[config.mk]
export PLATFORM = sky130hd
export DESIGN_NAME = usf_status
export DESIGN_NICKNAME = d
export VERILOG_FILES = /design/src/core/usf_pkg.sv /design/src/core/usf_tick_if.sv /design/src/core/usf_status.sv /design/src/core/usf_idle_det.sv
export VERILOG_INCLUDE_DIRS = /design/src /design/src/core
export SDC_FILE = /design/constraint.sdc
export NUM_CORES = 1
export LEC_CHECK = 0
export ABC_CLOCK_PERIOD_IN_PS = 8100
export BUFFER_PORTS_ARGS = -buffer_cell sky130_fd_sc_hd__buf_2
export CORE_UTILIZATION = 60
export CTS_CLUSTER_SIZE = 12
export DETAILED_ROUTE_END_ITERATION = 10
export GPL_TIMING_DRIVEN = 0
export PLACE_DENSITY = 0.85
export SETUP_SLACK_MARGIN = 0.4
export SLEW_MARGIN = 20
export SYNTH_ARGS = -nofsm -noshare
export SYNTH_HDL_FRONTEND = slang
export SYNTH_HIERARCHICAL = 1
export SYNTH_SLANG_ARGS = --single-unit
[constraint.sdc]
create_clock -name clk_i -period 8.1 [get_ports clk_i]
set_input_delay 0.405 -clock clk_i [delete_from_list [all_inputs] [get_ports clk_i]]
set_output_delay 0.405 -clock clk_i [all_outputs]
set_load 0.02 [all_outputs]
[src/core/usf_regs.svh]
// register offsets, field positions, reset values and timing counts
`ifndef USF_REGS_SVH
`define USF_REGS_SVH
`define USF_OFF_CTRL 12'h000
`define USF_OFF_STAT 12'h004
`define USF_OFF_TXD 12'h008
`define USF_OFF_RXD 12'h00C
`define USF_OFF_BAUD 12'h010
`define USF_CTRL_TX_EN 0
`define USF_CTRL_TX_EMPTY_IE 1
`define USF_CTRL_TX_DONE_IE 2
`define USF_CTRL_RIE 3
`define USF_CTRL_ILIE 4
`define USF_ST_TX_EMPTY 0
`define USF_ST_TX_DONE 1
`define USF_ST_RX_READY 2
`define USF_ST_OR 3
`define USF_ST_NOISE 4
`define USF_ST_FRAME 5
`define USF_ST_IDLE 6
`define USF_ST_TXACT 7
`define USF_ST_TXPIN 8
`define USF_CTRL_RST 32'h0000_0000
`define USF_BAUD_RST 16'h0019
`define USF_OVS 16
`define USF_CHAR_BITS 10
`endif

[src/core/usf_pkg.sv]
// shared types of the serial-port status block
package usf_pkg;
  typedef enum logic [1:0] {
    USF_TX_IDLE = 2'b00,
    USF_TX_SHIFT = 2'b01
  } usf_tx_state_e;
endpackage

[src/core/usf_tick_if.sv]
// tick and line-status carrier between the top and the idle detector
`timescale 1ns/1ps
interface usf_tick_if;
  logic bit_tick;
  logic line_idle;
  logic idle_edge;
  modport src (output bit_tick, input line_idle, input idle_edge);
  modport det (input bit_tick, output line_idle, output idle_edge);
endinterface

[src/core/usf_status.sv]
// serial port status flags, transmitter shutdown and apb registers
//
// Chosen here: the APB register port and the placing of the registers.
`timescale 1ns/1ps
`include "usf_regs.svh"
// What this block does
// - flags set by hardware, held until cleared
// - enabling transmitter sets empty and complete
// - empty flag whenever holding register free
// - empty flag and its enable request interrupt
// - complete flag when queue fully sent
// - complete flag and its enable request interrupt
// - clearing enable lets current character finish
// - only reset stops transmitter mid-character
// - idle disable returns pin on bit tick
// - disable during send discards queued character
// - flags still set after final character
// - five receive flags, three can interrupt
// - overrun drops new character, keeps old
// - ready flag set on transfer to holding
// - overrun set instead of ready flag
// - noise and framing describe held character, no irq
// - idle after one character time of ones
// - idle flag only on busy-to-idle transition
// - status readable without disturbing reception
// - bit clock is sample tick divided by sixteen
module usf_status (
  input wire logic clk_i,
  input wire logic rst_i,
  input wire logic psel_i,
  input wire logic penable_i,
  input wire logic pwrite_i,
  input wire logic [11:0] paddr_i,
  input wire logic [31:0] pwdata_i,
  output logic [31:0] prdata_o,
  output logic pready_o,
  output logic pslverr_o,
  input wire logic rx_char_valid_i,
  input wire logic [7:0] rx_char_i,
  input wire logic rx_noise_i,
  input wire logic rx_frame_err_i,
  input wire logic rxd_i,
  output logic txd_o,
  output logic txd_oe_n_o,
  output logic irq_o
);
  usf_tick_if tk();
  usf_pkg::usf_tx_state_e tx_state_reg;
  logic [31:0] ctrl_reg;
  logic [15:0] baud_reg;
  logic [15:0] pre_cnt_reg;
  logic [3:0] ovs_cnt_reg;
  logic sample_tick_reg;
  logic bit_tick_reg;
  logic tx_empty_flag_reg, tx_complete_flag_reg, rx_ready_flag_reg, or_reg;
  logic noise_flag_reg, framing_error_flag_reg, idle_reg;
  logic [7:0] txq_reg;
  logic [7:0] tx_shift_reg;
  logic [3:0] tx_bit_reg;
  logic tx_pin_reg;
  logic txd_oe_n_reg;
  logic [7:0] rxh_reg;
  logic stat_read_reg;
  logic [31:0] prdata_reg;
  logic pready_reg;
  logic pslverr_reg;
  logic irq_reg;
  logic txd_reg;
  logic wr_acc, rd_acc, tx_enable, tx_enable_rise, wr_txd, rd_rxd;

  function automatic logic hit(input logic [11:0] a, input logic [11:0] off);
    hit = (a == off);
  endfunction

  // two-cycle access phase: pready rises one clock after penable
  assign wr_acc = psel_i && penable_i && pwrite_i && !pready_reg;
  assign rd_acc = psel_i && penable_i && !pwrite_i && !pready_reg;
  assign tx_enable = ctrl_reg[`USF_CTRL_TX_EN];
  assign tx_enable_rise = wr_acc && hit(paddr_i, `USF_OFF_CTRL) && pwdata_i[`USF_CTRL_TX_EN]
    && !tx_enable;
  assign wr_txd = wr_acc && hit(paddr_i, `USF_OFF_TXD);
  assign rd_rxd = rd_acc && hit(paddr_i, `USF_OFF_RXD);
  assign tk.bit_tick = bit_tick_reg;

  usf_idle_det #(.CHAR_BITS(`USF_CHAR_BITS)) u_idle (
    .clk_i(clk_i),
    .rst_i(rst_i),
    .rxd_i(rxd_i),
    .tk(tk)
  );

  always_ff @(posedge clk_i) begin
    if (rst_i) begin
      ctrl_reg <= `USF_CTRL_RST;
      baud_reg <= `USF_BAUD_RST;
    end else if (wr_acc && hit(paddr_i, `USF_OFF_CTRL)) begin
      ctrl_reg <= {27'h0, pwdata_i[4:0]}; // writes never stop a character
    end else if (wr_acc && hit(paddr_i, `USF_OFF_BAUD)) begin
      baud_reg <= (pwdata_i[15:0] == 16'h0000) ? 16'h0001 : pwdata_i[15:0];
    end
  end

  // prescaler makes the sample tick; the bit tick is every sixteenth of those
  always_ff @(posedge clk_i) begin
    if (rst_i) begin
      pre_cnt_reg <= 16'h0000;
      ovs_cnt_reg <= 4'h0;
      sample_tick_reg <= 1'b0;
      bit_tick_reg <= 1'b0;
    end else begin
      sample_tick_reg <= 1'b0;
      bit_tick_reg <= 1'b0;
      if (pre_cnt_reg >= baud_reg - 16'h0001) begin
        pre_cnt_reg <= 16'h0000;
        sample_tick_reg <= 1'b1;
      end else begin
        pre_cnt_reg <= pre_cnt_reg + 16'h0001;
      end
      if (sample_tick_reg) begin
        ovs_cnt_reg <= ovs_cnt_reg + 4'h1;
        if (ovs_cnt_reg == 4'(`USF_OVS - 1)) begin
          bit_tick_reg <= 1'b1;
        end
      end
    end
  end

  // transmitter: one-deep queue plus shifter, 8N1 framing
  always_ff @(posedge clk_i) begin
    if (rst_i) begin
      tx_state_reg <= usf_pkg::USF_TX_IDLE;
      tx_shift_reg <= 8'h00;
      tx_bit_reg <= 4'h0;
      tx_pin_reg <= 1'b1;
      txq_reg <= 8'h00;
    end else begin
      if (wr_txd && tx_enable) begin
        txq_reg <= pwdata_i[7:0];
      end
      case (tx_state_reg)
        usf_pkg::USF_TX_IDLE: begin
          tx_pin_reg <= 1'b1;
          if (bit_tick_reg && tx_enable && !tx_empty_flag_reg) begin
            tx_shift_reg <= txq_reg;
            tx_bit_reg <= 4'h0;
            tx_pin_reg <= 1'b0;
            tx_state_reg <= usf_pkg::USF_TX_SHIFT;
          end
        end
        usf_pkg::USF_TX_SHIFT: begin
          // keeps shifting even with the enable low
          if (bit_tick_reg) begin
            tx_bit_reg <= tx_bit_reg + 4'h1;
            if (tx_bit_reg == 4'h8) begin
              tx_pin_reg <= 1'b1;
            end else if (tx_bit_reg == 4'h9) begin
              tx_state_reg <= usf_pkg::USF_TX_IDLE;
            end else begin
              tx_pin_reg <= tx_shift_reg[0];
              tx_shift_reg <= {1'b0, tx_shift_reg[7:1]};
            end
          end
        end
        default: tx_state_reg <= usf_pkg::USF_TX_IDLE;
      endcase
    end
  end

  logic tx_load, tx_done;
  assign tx_load = (tx_state_reg == usf_pkg::USF_TX_IDLE) && bit_tick_reg && tx_enable
    && !tx_empty_flag_reg;
  assign tx_done = (tx_state_reg == usf_pkg::USF_TX_SHIFT) && bit_tick_reg && tx_bit_reg == 4'h9;

  // pin ownership handed back only on a bit tick while idle
  always_ff @(posedge clk_i) begin
    if (rst_i) begin
      txd_oe_n_reg <= 1'b1;
    end else if (tx_enable) begin
      txd_oe_n_reg <= 1'b0;
    end else if (bit_tick_reg && tx_state_reg == usf_pkg::USF_TX_IDLE) begin
      txd_oe_n_reg <= 1'b1;
    end
  end

  // transmit flags; clear sequence: status read then data write; set wins
  always_ff @(posedge clk_i) begin
    if (rst_i) begin
      tx_empty_flag_reg <= 1'b0;
      tx_complete_flag_reg <= 1'b0;
    end else begin
      if (tx_enable_rise) begin
        tx_empty_flag_reg <= 1'b1;
        tx_complete_flag_reg <= 1'b1;
      end else if (tx_done && !tx_enable) begin
        tx_empty_flag_reg <= 1'b1;
        tx_complete_flag_reg <= 1'b1;
      end else begin
        if (tx_load) begin
          tx_empty_flag_reg <= 1'b1;
        end else if (wr_txd && tx_enable && stat_read_reg) begin
          tx_empty_flag_reg <= 1'b0;
        end
        if (tx_done && tx_empty_flag_reg) begin
          tx_complete_flag_reg <= 1'b1;
        end else if (wr_txd && tx_enable && stat_read_reg) begin
          tx_complete_flag_reg <= 1'b0;
        end
      end
      if (!tx_enable && !tx_empty_flag_reg && tx_state_reg == usf_pkg::USF_TX_SHIFT) begin
        tx_empty_flag_reg <= 1'b1; // queued character dropped
      end
    end
  end

  // receive flags; clear sequence: status read then data read
  always_ff @(posedge clk_i) begin
    if (rst_i) begin
      rx_ready_flag_reg <= 1'b0;
      or_reg <= 1'b0;
      noise_flag_reg <= 1'b0;
      framing_error_flag_reg <= 1'b0;
      idle_reg <= 1'b0;
      rxh_reg <= 8'h00;
    end else begin
      if (rd_rxd && stat_read_reg) begin
        rx_ready_flag_reg <= 1'b0;
        or_reg <= 1'b0;
        idle_reg <= 1'b0;
      end
      if (rx_char_valid_i) begin
        if (rx_ready_flag_reg && !(rd_rxd && stat_read_reg)) begin
          or_reg <= 1'b1;
        end else begin
          rxh_reg <= rx_char_i;
          rx_ready_flag_reg <= 1'b1;
          noise_flag_reg <= rx_noise_i;
          framing_error_flag_reg <= rx_frame_err_i;
        end
      end
      if (tk.idle_edge) begin
        idle_reg <= 1'b1;
      end
    end
  end

  // arm the clear sequence on a status read
  always_ff @(posedge clk_i) begin
    if (rst_i) begin
      stat_read_reg <= 1'b0;
    end else if (rd_acc && hit(paddr_i, `USF_OFF_STAT)) begin
      stat_read_reg <= 1'b1;
    end else if (wr_txd || rd_rxd) begin
      stat_read_reg <= 1'b0;
    end
  end

  // apb slave: one wait state, unmapped addresses answer with pslverr
  always_ff @(posedge clk_i) begin
    if (rst_i) begin
      prdata_reg <= 32'h0000_0000;
      pready_reg <= 1'b0;
      pslverr_reg <= 1'b0;
    end else begin
      pready_reg <= psel_i && penable_i && !pready_reg;
      pslverr_reg <= 1'b0;
      if (psel_i && penable_i && !pready_reg) begin
        prdata_reg <= 32'h0000_0000;
        case (paddr_i)
          `USF_OFF_CTRL: prdata_reg <= ctrl_reg;
          `USF_OFF_STAT: prdata_reg <= {23'h0, !txd_oe_n_reg,
            tx_state_reg == usf_pkg::USF_TX_SHIFT, idle_reg, framing_error_flag_reg,
            noise_flag_reg, or_reg, rx_ready_flag_reg, tx_complete_flag_reg,
            tx_empty_flag_reg};
          `USF_OFF_RXD: prdata_reg <= {24'h0, rxh_reg};
          `USF_OFF_TXD: prdata_reg <= 32'h0000_0000;
          `USF_OFF_BAUD: prdata_reg <= {16'h0, baud_reg};
          default: pslverr_reg <= 1'b1;
        endcase
      end
    end
  end

  // outputs from flip-flops
  always_ff @(posedge clk_i) begin
    if (rst_i) begin
      irq_reg <= 1'b0;
      txd_reg <= 1'b1;
    end else begin
      irq_reg <= (ctrl_reg[`USF_CTRL_TX_EMPTY_IE] && tx_empty_flag_reg)
        || (ctrl_reg[`USF_CTRL_TX_DONE_IE] && tx_complete_flag_reg)
        || (ctrl_reg[`USF_CTRL_RIE] && (rx_ready_flag_reg || or_reg))
        || (ctrl_reg[`USF_CTRL_ILIE] && idle_reg);
      txd_reg <= tx_pin_reg;
    end
  end
  assign prdata_o = prdata_reg;
  assign pready_o = pready_reg;
  assign pslverr_o = pslverr_reg;
  assign irq_o = irq_reg;
  assign txd_o = txd_reg;
  assign txd_oe_n_o = txd_oe_n_reg;

  property p_empty_irq;
    @(posedge clk_i) disable iff (rst_i)
      (ctrl_reg[`USF_CTRL_TX_EMPTY_IE] && tx_empty_flag_reg) |=> irq_o;
  endproperty
  a_empty_irq: assert property (p_empty_irq) else $error("empty irq missing");
  property p_done_irq;
    @(posedge clk_i) disable iff (rst_i)
      (ctrl_reg[`USF_CTRL_TX_DONE_IE] && tx_complete_flag_reg) |=> irq_o;
  endproperty
  a_done_irq: assert property (p_done_irq) else $error("complete irq missing");
  property p_enable_on;
    @(posedge clk_i) disable iff (rst_i)
      tx_enable_rise |=> (tx_empty_flag_reg && tx_complete_flag_reg);
  endproperty
  a_enable_on: assert property (p_enable_on) else $error("enable did not set flags");
  property p_quiet_irq;
    @(posedge clk_i) disable iff (rst_i) (ctrl_reg[4:1] == 4'h0) |=> !irq_o;
  endproperty
  a_quiet_irq: assert property (p_quiet_irq) else $error("irq without enable");
  property p_idle_level;
    @(posedge clk_i) disable iff (rst_i) tk.idle_edge |-> tk.line_idle;
  endproperty
  a_idle_level: assert property (p_idle_level) else $error("idle edge on busy line");
  property p_no_abort;
    @(posedge clk_i) disable iff (rst_i)
      (tx_state_reg == usf_pkg::USF_TX_SHIFT && !tx_done) |=>
        tx_state_reg == usf_pkg::USF_TX_SHIFT;
  endproperty
  a_no_abort: assert property (p_no_abort) else $error("character aborted");
  property p_last_flags;
    @(posedge clk_i) disable iff (rst_i)
      (tx_done && !tx_enable) |=> (tx_complete_flag_reg && tx_empty_flag_reg);
  endproperty
  a_last_flags: assert property (p_last_flags) else $error("last char flags");
  property p_overrun;
    @(posedge clk_i) disable iff (rst_i)
      (rx_char_valid_i && rx_ready_flag_reg && !rd_rxd) |=> (or_reg && $stable(rxh_reg));
  endproperty
  a_overrun: assert property (p_overrun) else $error("overrun kept char");
  property p_ready;
    @(posedge clk_i) disable iff (rst_i)
      (rx_char_valid_i && !rx_ready_flag_reg) |=> rx_ready_flag_reg;
  endproperty
  a_ready: assert property (p_ready) else $error("ready not set");
  property p_idle_once;
    @(posedge clk_i) disable iff (rst_i) tk.idle_edge |=> !tk.idle_edge;
  endproperty
  a_idle_once: assert property (p_idle_once) else $error("idle edge repeated");
  property p_pin_back;
    @(posedge clk_i) disable iff (rst_i)
      (!tx_enable && txd_oe_n_reg) |-> tx_state_reg == usf_pkg::USF_TX_IDLE;
  endproperty
  a_pin_back: assert property (p_pin_back) else $error("pin released busy");
  c_tx_done: cover property (@(posedge clk_i) tx_done);
  c_overrun: cover property (@(posedge clk_i) rx_char_valid_i && rx_ready_flag_reg);
  c_idle: cover property (@(posedge clk_i) tk.idle_edge);
endmodule // usf_status

[src/core/usf_idle_det.sv]
// receive line idle detector, counts one character time of ones
`timescale 1ns/1ps
`include "usf_regs.svh"
module usf_idle_det #(
  parameter int CHAR_BITS = `USF_CHAR_BITS
) (
  input wire logic clk_i,
  input wire logic rst_i,
  input wire logic rxd_i,
  usf_tick_if.det tk
);
  logic [4:0] cnt_reg;
  logic idle_reg;
  logic edge_reg;
  if (CHAR_BITS < 2 || CHAR_BITS > 31) begin : g_bad_char_bits
    $error("usf_idle_det: CHAR_BITS out of range");
  end
  always_ff @(posedge clk_i) begin
    if (rst_i) begin
      cnt_reg <= 5'h00;
      idle_reg <= 1'b1;
      edge_reg <= 1'b0;
    end else begin
      edge_reg <= 1'b0;
      if (!rxd_i) begin
        cnt_reg <= 5'h00;
        idle_reg <= 1'b0;
      end else if (tk.bit_tick && !idle_reg) begin
        if (cnt_reg == 5'(CHAR_BITS - 1)) begin
          idle_reg <= 1'b1;
          edge_reg <= 1'b1;
        end else begin
          cnt_reg <= cnt_reg + 5'h01;
        end
      end
    end
  end
  assign tk.line_idle = idle_reg;
  assign tk.idle_edge = edge_reg;
endmodule // usf_idle_det

After elaboration in Yosys (flattened, before gate mapping)
Index checks and enable logic that the tools add are counted.
{"block": "totals", "regBits": 126, "input_bits": 61, "word_cells": 174, "out_inout_bits": 37}
{"block": "op_classes", "muxes": 47, "n_reduce_logical": 68, "eq_ne": 17, "n_bitwise": 7, "n_addsub": 5, "magnitude_cmp": 1}
{"cell": "16-bit one-hot mux with 4 select lines", "n": 1}
{"cell": "1-bit logical AND", "n": 33}
{"cell": "8-bit two-way mux", "n": 4}
{"cell": "1-bit two-way mux", "n": 31}
{"cell": "12-bit by 4-bit equality test with 1-bit output, second input constant", "n": 2}
{"cell": "16-bit by 1-bit adder with 16-bit output, second input constant", "n": 1}
{"cell": "16-bit >= comparator", "n": 1}
{"cell": "16-bit zero test", "n": 1}
{"cell": "16-bit two-way mux", "n": 1}
{"cell": "8-bit one-hot mux with 2 select lines", "n": 1}
{"cell": "16-bit by 1-bit subtractor with 16-bit output, second input constant", "n": 1}
{"cell": "12-bit by 3-bit equality test with 1-bit output, second input constant", "n": 1}
{"cell": "12-bit by 5-bit equality test with 1-bit output, second input constant", "n": 1}
{"cell": "4-bit equality test, second input constant", "n": 3}
{"cell": "12-bit zero test", "n": 1}
{"cell": "2-bit inequality test, second input constant", "n": 5}
{"cell": "4-bit by 1-bit adder with 4-bit output, second input constant", "n": 2}
{"cell": "2-bit two-way mux", "n": 4}
{"cell": "4-bit two-way mux", "n": 2}
{"cell": "4-bit one-hot mux with 2 select lines", "n": 1}
{"cell": "2-bit AND reduction", "n": 4}
{"cell": "2-bit nonzero test", "n": 4}
{"cell": "2-bit OR reduction", "n": 4}
{"cell": "1-bit zero test", "n": 7}
{"cell": "other kinds (17)", "n": 29}

Depth between registers and ports, before layout
Gate-level depths: netlist of the first run.
{"block": "logic_depth", "word_depth": 11, "depth_mapped": 14, "depth_no_buf": 12}

By module
The synthesis of the first run kept the hierarchy.
{"module": "usf_status", "area_per_inst_um2": 5006.1, "seq_area_each_um2": 2042.0, "cells_per_inst": 558, "n_inst": 1}
{"module": "usf_idle_det", "area_per_inst_um2": 326.6, "seq_area_each_um2": 140.1, "cells_per_inst": 36, "n_inst": 1}

Worst setup path before layout of the first run
No wires, ideal clock.
{"block": "synth_timing", "path_kind": "reg2reg", "from": "register baud_reg[6]", "to": "register pre_cnt_reg[8]", "setup_time_ns": 0.064, "t_required_ns": 8.036, "path_stages_with_launch": 14, "synth_period_minus_slack_ns": 3.248, "n_path_buf": 3, "slack_ns": 4.852, "arrival_ns": 3.183, "cell_sequence": "dfxtp_1 clkbuf_1 or4_1 or3_1 nor4_2 xnor2_1 ha_1 and3_1 and4_1 and2_0 or4_1 buf_2 buf_6 nor2_1"}
{"block": "synth_via", "elab_chain_len": 3}
{"item": "start, declared", "line_no": "usf_status.sv:50", "source": "logic [15:0] baud_reg;"}
{"item": "start signal, assigned", "line_no": "usf_status.sv:95", "source": "baud_reg <= `USF_BAUD_RST;"}
{"item": "start signal, assigned", "line_no": "usf_status.sv:99", "source": "baud_reg <= (pwdata_i[15:0] == 16'h0000) ? 16'h0001 : pwdata_i[15:0];"}
{"item": "16-bit by 1-bit subtractor with 16-bit output", "line_no": "usf_status.sv:113", "source": "if (pre_cnt_reg >= baud_reg - 16'h0001) begin"}
{"item": "16-bit >= comparator", "line_no": "usf_status.sv:113"}
{"item": "2-bit OR reduction (no source line)"}
{"item": "end signal, assigned", "line_no": "usf_status.sv:117", "source": "pre_cnt_reg <= pre_cnt_reg + 16'h0001;"}
{"item": "end, declared", "line_no": "usf_status.sv:51", "source": "logic [15:0] pre_cnt_reg;"}
Every way passes these cells.
A chain may end at the register's enable or synchronous reset.

Worst setup path after layout of the first run
{"block": "layout_timing", "from": "register baud_reg[6]", "to": "register pre_cnt_reg[14]"}
Same word-level chain as after synthesis.

==> results of run 1 <==
per-stage QoR:
step,setup slack (ns),total power [mW]
floorplan,4.85,0.602
global placement,4.61,0.627
detailed placement,4.53,0.629
CTS,4.51,0.944
global route,4.25,0.972
finish,4.52,0.945
report_power, final:
part	switching, mW	total [mW]	internal (mW)	leakage (nW)
clock	0.194	0.327	0.133	0.102
sequential	0.00454	0.546	0.541	0.881
combinational	0.0436	0.0721	0.0285	1.52
total	0.243	0.945	0.703	2.50
per-layer routing:
metal  global-route usage [%]  vias to the layer above  share of wire (%)  routed length, µm
li1                         -                     2238                  -                  -
met2                     49.5                      209                 48               6180
met5                        0                        -                  0                  0
met1                     36.7                     2266                 43               5590
met4                     11.9                        0                2.6                333
met3                     5.13                       34                6.9                895
kinds of logic after synthesis:
kind of cell    share of synthesized area, %
simple gates                            20.4
flops                                   40.9
compound gates                          11.5
mux                                     10.7
buf+inv                                 5.63
xor+xnor                                5.09
fa+ha+maj                               5.63
other cells                           0.0703
layout by cell type, fill, tap and decap left out, types with 9 or more instances in the layout:
| cell | count |
|---|---|
| a21oi_1 | 30 |
| clkbuf_1 | 16 |
| nor2_1 | 93 |
| conb_1 | 16 |
| xnor2_1 | 17 |
| a211oi_1 | 10 |
| dfxtp_1 | 109 |
| nor3_1 | 15 |
| xor2_1 | 14 |
| buf_4 | 17 |
| nand2_1 | 33 |
| o21ai_0 | 16 |
| ha_1 | 24 |
| inv_1 | 13 |
| buf_2 | 71 |
| nand3_1 | 18 |
| clkbuf_8 | 11 |
| nand4_1 | 9 |
| mux2i_1 | 55 |
path summary, 6_finish.rpt:
kind              depth (start not counted)                  end  slack, ns          from
hold / removal                            3  u_idle/tk.line_idle       0.24         rst_i
setup reg to reg                         13      pre_cnt_reg[14]       4.52   baud_reg[6]
setup / recovery                         13      pre_cnt_reg[14]       4.52   baud_reg[6]
hold reg to reg                           2         prdata_o[15]       0.46  prdata_o[15]
worst max-delay path, cell delays in order (launching register included):
cell      delay [ns]
dfxtp_1         0.31
clkbuf_1        0.19
or4_1           0.58
or3_1           0.36
nor4_2          0.18
xnor2_1         0.18
ha_1            0.28
and3_1          0.16
and4_1          0.22
and2_0          0.16
or4_1           0.49
buf_2           0.19
buf_6           0.15
nor2_1          0.09
final cells by class:
type / instances / area, µm² / area share [%]
buffer: 44 / 251 / 4.16
clock buffer: 11 / 151 / 2.51
clock inverter: 5 / 42.5 / 0.704
inverter: 13 / 48.8 / 0.807
multi-input combinational: 443 / 2910 / 48.1
sequential: 109 / 2180 / 36.1
tap: 108 / 135 / 2.24
timing repair buffer: 65 / 325 / 5.38
==> results.cfg, run 1 <==
[yosys]
ys_ff_latch = 109
yosysTopAreaCell = dfxtp_1
synth_common_cells = 109 x dfxtp_1, 93 x nor2_1, 55 x mux2i_1
synthTopCellsByArea = dfxtp_1 41%, mux2i_1 10%, nor2_1 6.5%
synthCells = 594
synthFlopType = dfxtp_1
ys_seq_area_share_pct = 40.9
synth_cell_types = 57
yosysMostFrequentCell = dfxtp_1
ys_warn_count = 6
yosysTopAreaCellShare_pct = 40.9
synth.avg_cell_area_um2 = 8.98
async_flop_share_pct = 0
synth_edf_count = 0
synth_area_um2 = 5330

[cells_and_area]
drive_gt1_share_pct = 16.8
n_fill_cell = 688
finish.utilization_pct = 69.6
area_growth_pct = 13.3
finalNonFillerCells = 798
antenna_cells = 0
finalNetCount = 770
fin_area_um2 = 6040

[timing]
setup_viol = 0
tightestPinTransition_ns = 0.681
hold_viol_final = 0
post-route-min-period_ns = 3.58
fin_crit_sh_pct = 44.2
fin_worst_skew_ns = 0.0141
slew_headroom_pct = 54.5
max_freq_mhz = 279
final_max_slew_viol_count = 0
setup_tns_ns = 0
whs_ns = 0.245
rsz0062_at_grt = no

[global_routing]
grt_max_degree = 19
antenna_found_initial = 0
grt_use_total_pct = 29.3
grt_pass1_wl_mm = 20.6
grt_overflow = 0
grt_pass1_vias = 4403

[clocking]
path_clk_slew_ns = 0.11
cts_tree = done
cts_hold_buffers = 0
clock_latency_ns = 0.38
numCtsBuffers = 9
clockBufferDepth = 2
postCtsSetupBuffers = 0
htreeDepth = 3
ctsResizeCount = 0
clock_sinks = 109
root_buffer = clkbuf_8

[placed_design]
gp_congestion = 0.877
placed_cells = 782
numPortBuffers = 65
dp_hpwl_mm = 9.78
placedInstanceArea_um2 = 5850

[die]
initial_utilization_pct = 61.4
die_h_um = 96.3
die-area_um2 = 9270
rows = 34
io_pins = 98
die_w_um = 96.3
core_um2 = 8680

[power_and_ir_drop]
p_leak_nw = 2.50
p_per_area_nw_per_um2 = 156
vdd_drop_max_mv = 0.109

[critical_path]
crit_type = flop to flop
cp.required_ns = 8.42
arrival_ns = 3.91
worst_setup_path_start_kind = flop
cp_max_fo = 10
end_kind = flop

[drt]
dr_total_vias = 4747
route.detailed.drc = 0
antenna_left = 0
wire_per_inst_um = 16.3
dr.first_iter.drc_count = 305
drtPass1Iterations = 5
drt-total-wl_mm = 13.0
via_per_inst = 5.95

[job]
drv_cap = 0

[min_path]
min_path_type = input port to flop

[run_status]
status = finished clean
Power figures use the tool's default switching activity.
==> run 2, diff against run 1 <==
Settings changed: ABC_CLOCK_PERIOD_IN_PS 8100 to 3600, CORE_UTILIZATION 60 to 56, PLACE_DENSITY 0.85 to 0.8.
Clock period 8.1 ns to 3.6 ns, I/O delays scaled along.
==> run 2 against run 1 <==
Combinational power increased by 140%. Sequential power increased by 130%. Count of clock-buffer cells in the layout decreased by 2. Die area increased by 7.0%. Flip-flop and latch count unchanged.
==> results.cfg, run 2 (same netlist as run 1, synthesis figures left out) <==
[placed_design]
placedInstanceArea_um2 = 5910
dp_hpwl_mm = 9.36
placed_cells = 803
gp_congestion = 0.891
numPortBuffers = 65
pre_cts_ws_ns = 0.167

[global_routing]
grt_pass1_wl_mm = 20.7
grt_max_degree = 21
grt_overflow = 0
grt_pass1_vias = 4355
grt_use_total_pct = 26.5
antenna_found_initial = 0

[min_path]
min-delay-start = rst_i
min_path_cells = 3
min_path_type = input port to flop

[timing]
post-route-min-period_ns = 3.28
final_max_slew_viol_count = 0
setup_viol = 0
fin_crit_sh_pct = 91.0
max_freq_mhz = 305
rsz0062_at_grt = yes
fin_worst_skew_ns = 0.0137
hold_viol_final = 0
setup_ws_ns = 0.324
setup_tns_ns = 0
tightestPinTransition_ns = 0.697
slew_headroom_pct = 53.4

[die]
die-area_um2 = 9920
die_h_um = 99.6
die_w_um = 99.6
io_pins = 98
rows = 35
core_um2 = 9240
initial_utilization_pct = 57.7

[drt]
route.detailed.drc = 0
dr.first_iter.drc_count = 309
drt-total-wl_mm = 12.9
via_per_inst = 5.57
antenna_left = 0
wire_per_inst_um = 15.6
dr_total_vias = 4627
drtPass1Iterations = 5

[power_and_ir_drop]
vdd_drop_max_mv = 0.241
p_leak_nw = 2.57
clockPowerShare_pct = 33.9
power_frac_comb_pct = 8.1
p_sw_mw = 0.563
intPower_mw = 1.56
p_total_mw = 2.12
seqPwrFrac_pct = 58.0
p_per_area_nw_per_um2 = 335
p_sw_share_pct = 26.6

[cells_and_area]
final-seq-area_um2 = 2190
n_fill_cell = 732
finalNonFillerCells = 830
fin_area_um2 = 6320
multiInputGateArea_um2 = 3020
area_growth_pct = 18.5
final_cell_mix = 103 x dfxtp_1, 84 x nor2_1, 70 x buf_2
finalNetCount = 781
layout_commonest_cell = dfxtp_1
drive_gt1_share_pct = 22.3
antenna_cells = 0

[clocking]
cts_tree = done
numCtsBuffers = 9
clock_sinks = 109
path_clk_slew_ns = 0.11
clock_latency_ns = 0.38
clockBufferDepth = 2
root_buffer = clkbuf_8
cts_hold_buffers = 0
htreeDepth = 3

[run_status]
status = finished clean

[critical_path]
timing.rr.end = pre_cnt_reg[9]
cp_common_cell = or4_4
cp.depth = 12
r2r_cells = 12
cp.buffers_inverters = 2
r2r_slack_ns = 0.32
crit_family = simple AND/OR/NAND/NOR gates
arrival_ns = 3.60
worst_setup_path_start_kind = flop
end_kind = flop
r2r_start = baud_reg[7]
cp_max_fo = 6
cpPeakStageDelay_ns = 0.52
crit_start = baud_reg[7]
critical_path.slowest_cell = or4_4
crit_type = flop to flop
worstPathCellList = or4_4 > or3_4 > nor4_4 > xnor2_1 > ha_1 > and3_4 > and4_4 > and2_4 > or4_4 > buf_8 > buf_6 > nor2_1
cp.required_ns = 3.92
crit_end = pre_cnt_reg[9]

[job]
drv_cap = 0
run 2: cell types whose count changed in the layout (fill, tap and decap cells not counted), moves of 4 or more:
cell     before  now
buf_4        17   26
nor2_1       93   84
dfxtp_1     109  103
nor2_2        0    5
dfxtp_2       0    4
nor2_4        0    4
run 2: worst register-to-register path, stage by stage (launching register included):
cell     delay, ns
dfxtp_4       0.39
or4_4         0.52
or3_4         0.38
nor4_4        0.16
xnor2_1       0.15
ha_1          0.26
and3_4        0.19
and4_4        0.15
and2_4        0.14
or4_4         0.48
buf_8         0.15
buf_6         0.13
nor2_1        0.11
run 2: area by class of cell:
cell class / count / share of cell area (%)
clock buffer: 9 / 1.96
clock inverter: 7 / 1.09
buffer: 44 / 4.32
tap: 129 / 2.55
timing repair buffer: 76 / 6.71
inverter: 13 / 0.772
multi-input combinational: 443 / 47.9
sequential: 109 / 34.7
run 2: power by group through the flow:
stage	Combinational (mW)	Sequential, mW	Clock (mW)
final	0.173	1.23	0.718
after global routing	0.185	1.23	0.780
after CTS	0.162	1.23	0.730
after detailed placement	0.159	1.26	0
after global placement	0.156	1.26	0
after floorplan	0.101	1.25	0
run 2: worst min-delay path by stage:
stage                               end  slack [ns]
finish              u_idle/tk.line_idle        0.02
global route        u_idle/tk.line_idle        0.03
CTS                 u_idle/tk.line_idle        0.01
detailed placement  u_idle/tk.line_idle        0.40
global placement    u_idle/tk.line_idle        0.39
floorplan           u_idle/tk.line_idle        0.28
run 2: per-stage QoR:
step | hold WS, ns | utilization [%]
4_1_cts | 0.0137 | 67.1
3_3_place_gp | 0.393 | 64.0
5_1_grt | 0.0274 | 68.4
2_1_floorplan | 0.276 | -
3_5_place_dp | 0.403 | 64.0
6_report | 0.0171 | 68.4
run 2: repair_timing:
action / 4_1_cts / 5_1_grt
gates cloned: 1 / 0
gates resized for setup: 18 / 20
pin swaps: 11 / 6
endpoints found under the setup margin: 16 / 16
setup buffers: 5 / 5
run 2: layer usage:
| metal | part of all wire, % | GRT usage [%] |
|---|---|---|
| met2 | 47 | 43.9 |
| met4 | 2.7 | 10.7 |
| met3 | 6.1 | 3.58 |
| met1 | 44 | 35.1 |
| met5 | 0 | 0 |
==> run 3, diff against run 2 <==
Settings changed: CELL_PAD_IN_SITES_DETAIL_PLACEMENT from default to 0, CELL_PAD_IN_SITES_GLOBAL_PLACEMENT from default to 1, CORE_UTILIZATION 56 to 42, PLACE_DENSITY 0.8 to default, PLACE_DENSITY_LB_ADDON from default to 0.1, RECOVER_POWER from default to 50.
==> run 3 against run 2 <==
Combinational power about the same. First-iteration DRC count is 50% lower. Maximum frequency grew 1.7%. Cell count grew 4.2%. Die area increased by 33%. Utilization fell by 16 points. Sequential power barely moved. Global-route usage down 5.5 points. Via count decreased by 4.0%. Sequential share of layout area shrank 0.26 points. Count of clock-buffer cells in the layout rose by 3.
==> results.cfg, run 3 (same netlist as run 1, synthesis figures left out) <==
[critical_path]
r2r_slack_ns = 0.38
crit_type = flop to flop
cp.required_ns = 3.89
r2r_cells = 12
end_kind = flop
cp_common_cell = or4_4
timing.rr.end = pre_cnt_reg[13]
crit_family = simple AND/OR/NAND/NOR gates
critical_path.slowest_cell = or4_4
cpPeakStageDelay_ns = 0.54
cp.buffers_inverters = 2
worst_setup_path_start_kind = flop
r2r_start = baud_reg[9]
cp_max_fo = 5
worstPathCellList = or4_4 > or3_4 > nor4_4 > xnor2_1 > ha_1 > a21o_1 > a21oi_2 > o21ai_2 > or4_4 > buf_6 > clkbuf_16 > nor2_1
arrival_ns = 3.51

[min_path]
min_path_cells = 3
whs_endpoint = u_idle/tk.line_idle
min_path_type = input port to flop
min-delay-start = rxd_i

[drt]
via_per_inst = 5.13
dr_total_vias = 4440
route.detailed.drc = 0
dr.first_iter.drc_count = 153
wire_per_inst_um = 15.1
antenna_left = 0
drtPass1Iterations = 4
drt-total-wl_mm = 13.1

[timing]
hold_viol_final = 0
final_max_slew_viol_count = 0
tightestPinTransition_ns = 0.830
setup_tns_ns = 0
fin_crit_sh_pct = 89.5
fin_worst_skew_ns = 0.00730
whs_ns = 0.0710
setup_ws_ns = 0.380
rsz0062_at_grt = yes
setup_viol = 0
slew_headroom_pct = 43.9
post-route-min-period_ns = 3.22
max_freq_mhz = 311

[clocking]
htreeDepth = 3
cts_tree = done
path_clk_slew_ns = 0.07
root_buffer = clkbuf_16
cts_hold_buffers = 0
clock_latency_ns = 0.35
clockBufferDepth = 2
numCtsBuffers = 9
clock_sinks = 109

[placed_design]
dp_hpwl_mm = 9.94
pre_cts_ws_ns = 0.147
placed_cells = 842
gp_congestion = 0.805
numPortBuffers = 65

[cells_and_area]
final_cell_mix = 104 x dfxtp_1, 83 x nor2_1, 55 x mux2i_1
area_growth_pct = 19.3
finalNetCount = 779
finalNonFillerCells = 865
antenna_cells = 0
layout_commonest_cell = dfxtp_1
drive_gt1_share_pct = 17.6

[global_routing]
grt_use_total_pct = 21.0
grt_pass1_vias = 4225
use_met2_pct = 32.2
globalRoute.busiestLayer = met2
antenna_found_initial = 0
grt_pass1_wl_mm = 21.3
grt_util_met1_pct = 29.6
met3_usage_pct = 2.86
grt_overflow = 0
grt_max_degree = 16

[run_status]
status = finished clean

[die]
die_h_um = 115
die_w_um = 115
initial_utilization_pct = 43.7
core_um2 = 12200
rows = 40
die-area_um2 = 13200
io_pins = 98

[power_and_ir_drop]
p_per_area_nw_per_um2 = 372
p_leak_nw = 2.50
vdd_drop_max_mv = 0.247

[job]
drv_cap = 0
[run 3: changes by cell type in the layout (fill, tap and decap cells not counted), sizes merged]
| cell | delta |
|---|---|
| buf | -31 |
| bufinv | +1 |
| clkbuf | +32 |
| clkinv | -1 |
| clkinvlp | -2 |
| inv | -3 |
[run 3: metal layers]
| metal | up-vias | share of wire, % | wire length, µm |
|---|---|---|---|
| met2 | 101 | 43 | 5630 |
| met4 | 0 | 2.0 | 255 |
| met1 | 2061 | 51 | 6630 |
| met3 | 16 | 4.3 | 558 |
| met5 | - | 0 | 0 |
| li1 | 2262 | - | - |
[run 3: through the flow]
step | area (µm²) | utilization (%) | total power [mW]
after floorplan | 5420 | - | 1.35
after global placement | 5960 | 48.8 | 1.42
after detailed placement | 5960 | 48.8 | 1.42
after CTS | 6330 | 51.8 | 2.39
after global routing | 6360 | 52.1 | 2.46
final | 6360 | 52.1 | 2.37
[run 3: repair_timing]
item                       CTS  global route
cloned                       0             1
gates resized for setup     15            19
pin swaps                    7             4
setup endpoints to repair   16            16
buffers inserted             6             2
[run 3: worst max path at each step]
stage,startpoint,endpoint,slack [ns],cells past startpoint
2_1_floorplan,baud_reg[9],pre_cnt_reg[8],0.41,12
3_3_place_gp,baud_reg[7],pre_cnt_reg[14],0.22,12
3_5_place_dp,baud_reg[2],pre_cnt_reg[14],0.15,13
4_1_cts,baud_reg[8],pre_cnt_reg[14],0.38,12
5_1_grt,baud_reg[8],pre_cnt_reg[7],0.27,12
6_report,baud_reg[9],pre_cnt_reg[13],0.38,12
[run 3: final cells by class]
class	count	area [µm²]
Buffer	44	259
Sequential cell	109	2190
Multi-Input combinational cell	443	2990
Clock buffer	12	246
Inverter	13	48.8
Timing Repair Buffer	74	383
Clock inverter	2	35.0
Fill cell	1213	5850
Tap cell	168	210
[run 3: worst reg2reg max path: stages, from the launching register on]
cell	delay [ns]
dfxtp_2	0.32
or4_4	0.54
or3_4	0.38
nor4_4	0.16
xnor2_1	0.15
ha_1	0.27
a21o_1	0.17
a21oi_2	0.18
o21ai_2	0.09
or4_4	0.51
buf_6	0.15
clkbuf_16	0.16
nor2_1	0.09
[run 3: power breakdown]
group / switching [mW] / total, mW / internal, mW
registers: 0.0107 / 1.23 / 1.22
clock network: 0.418 / 0.968 / 0.550
logic: 0.103 / 0.173 / 0.0708
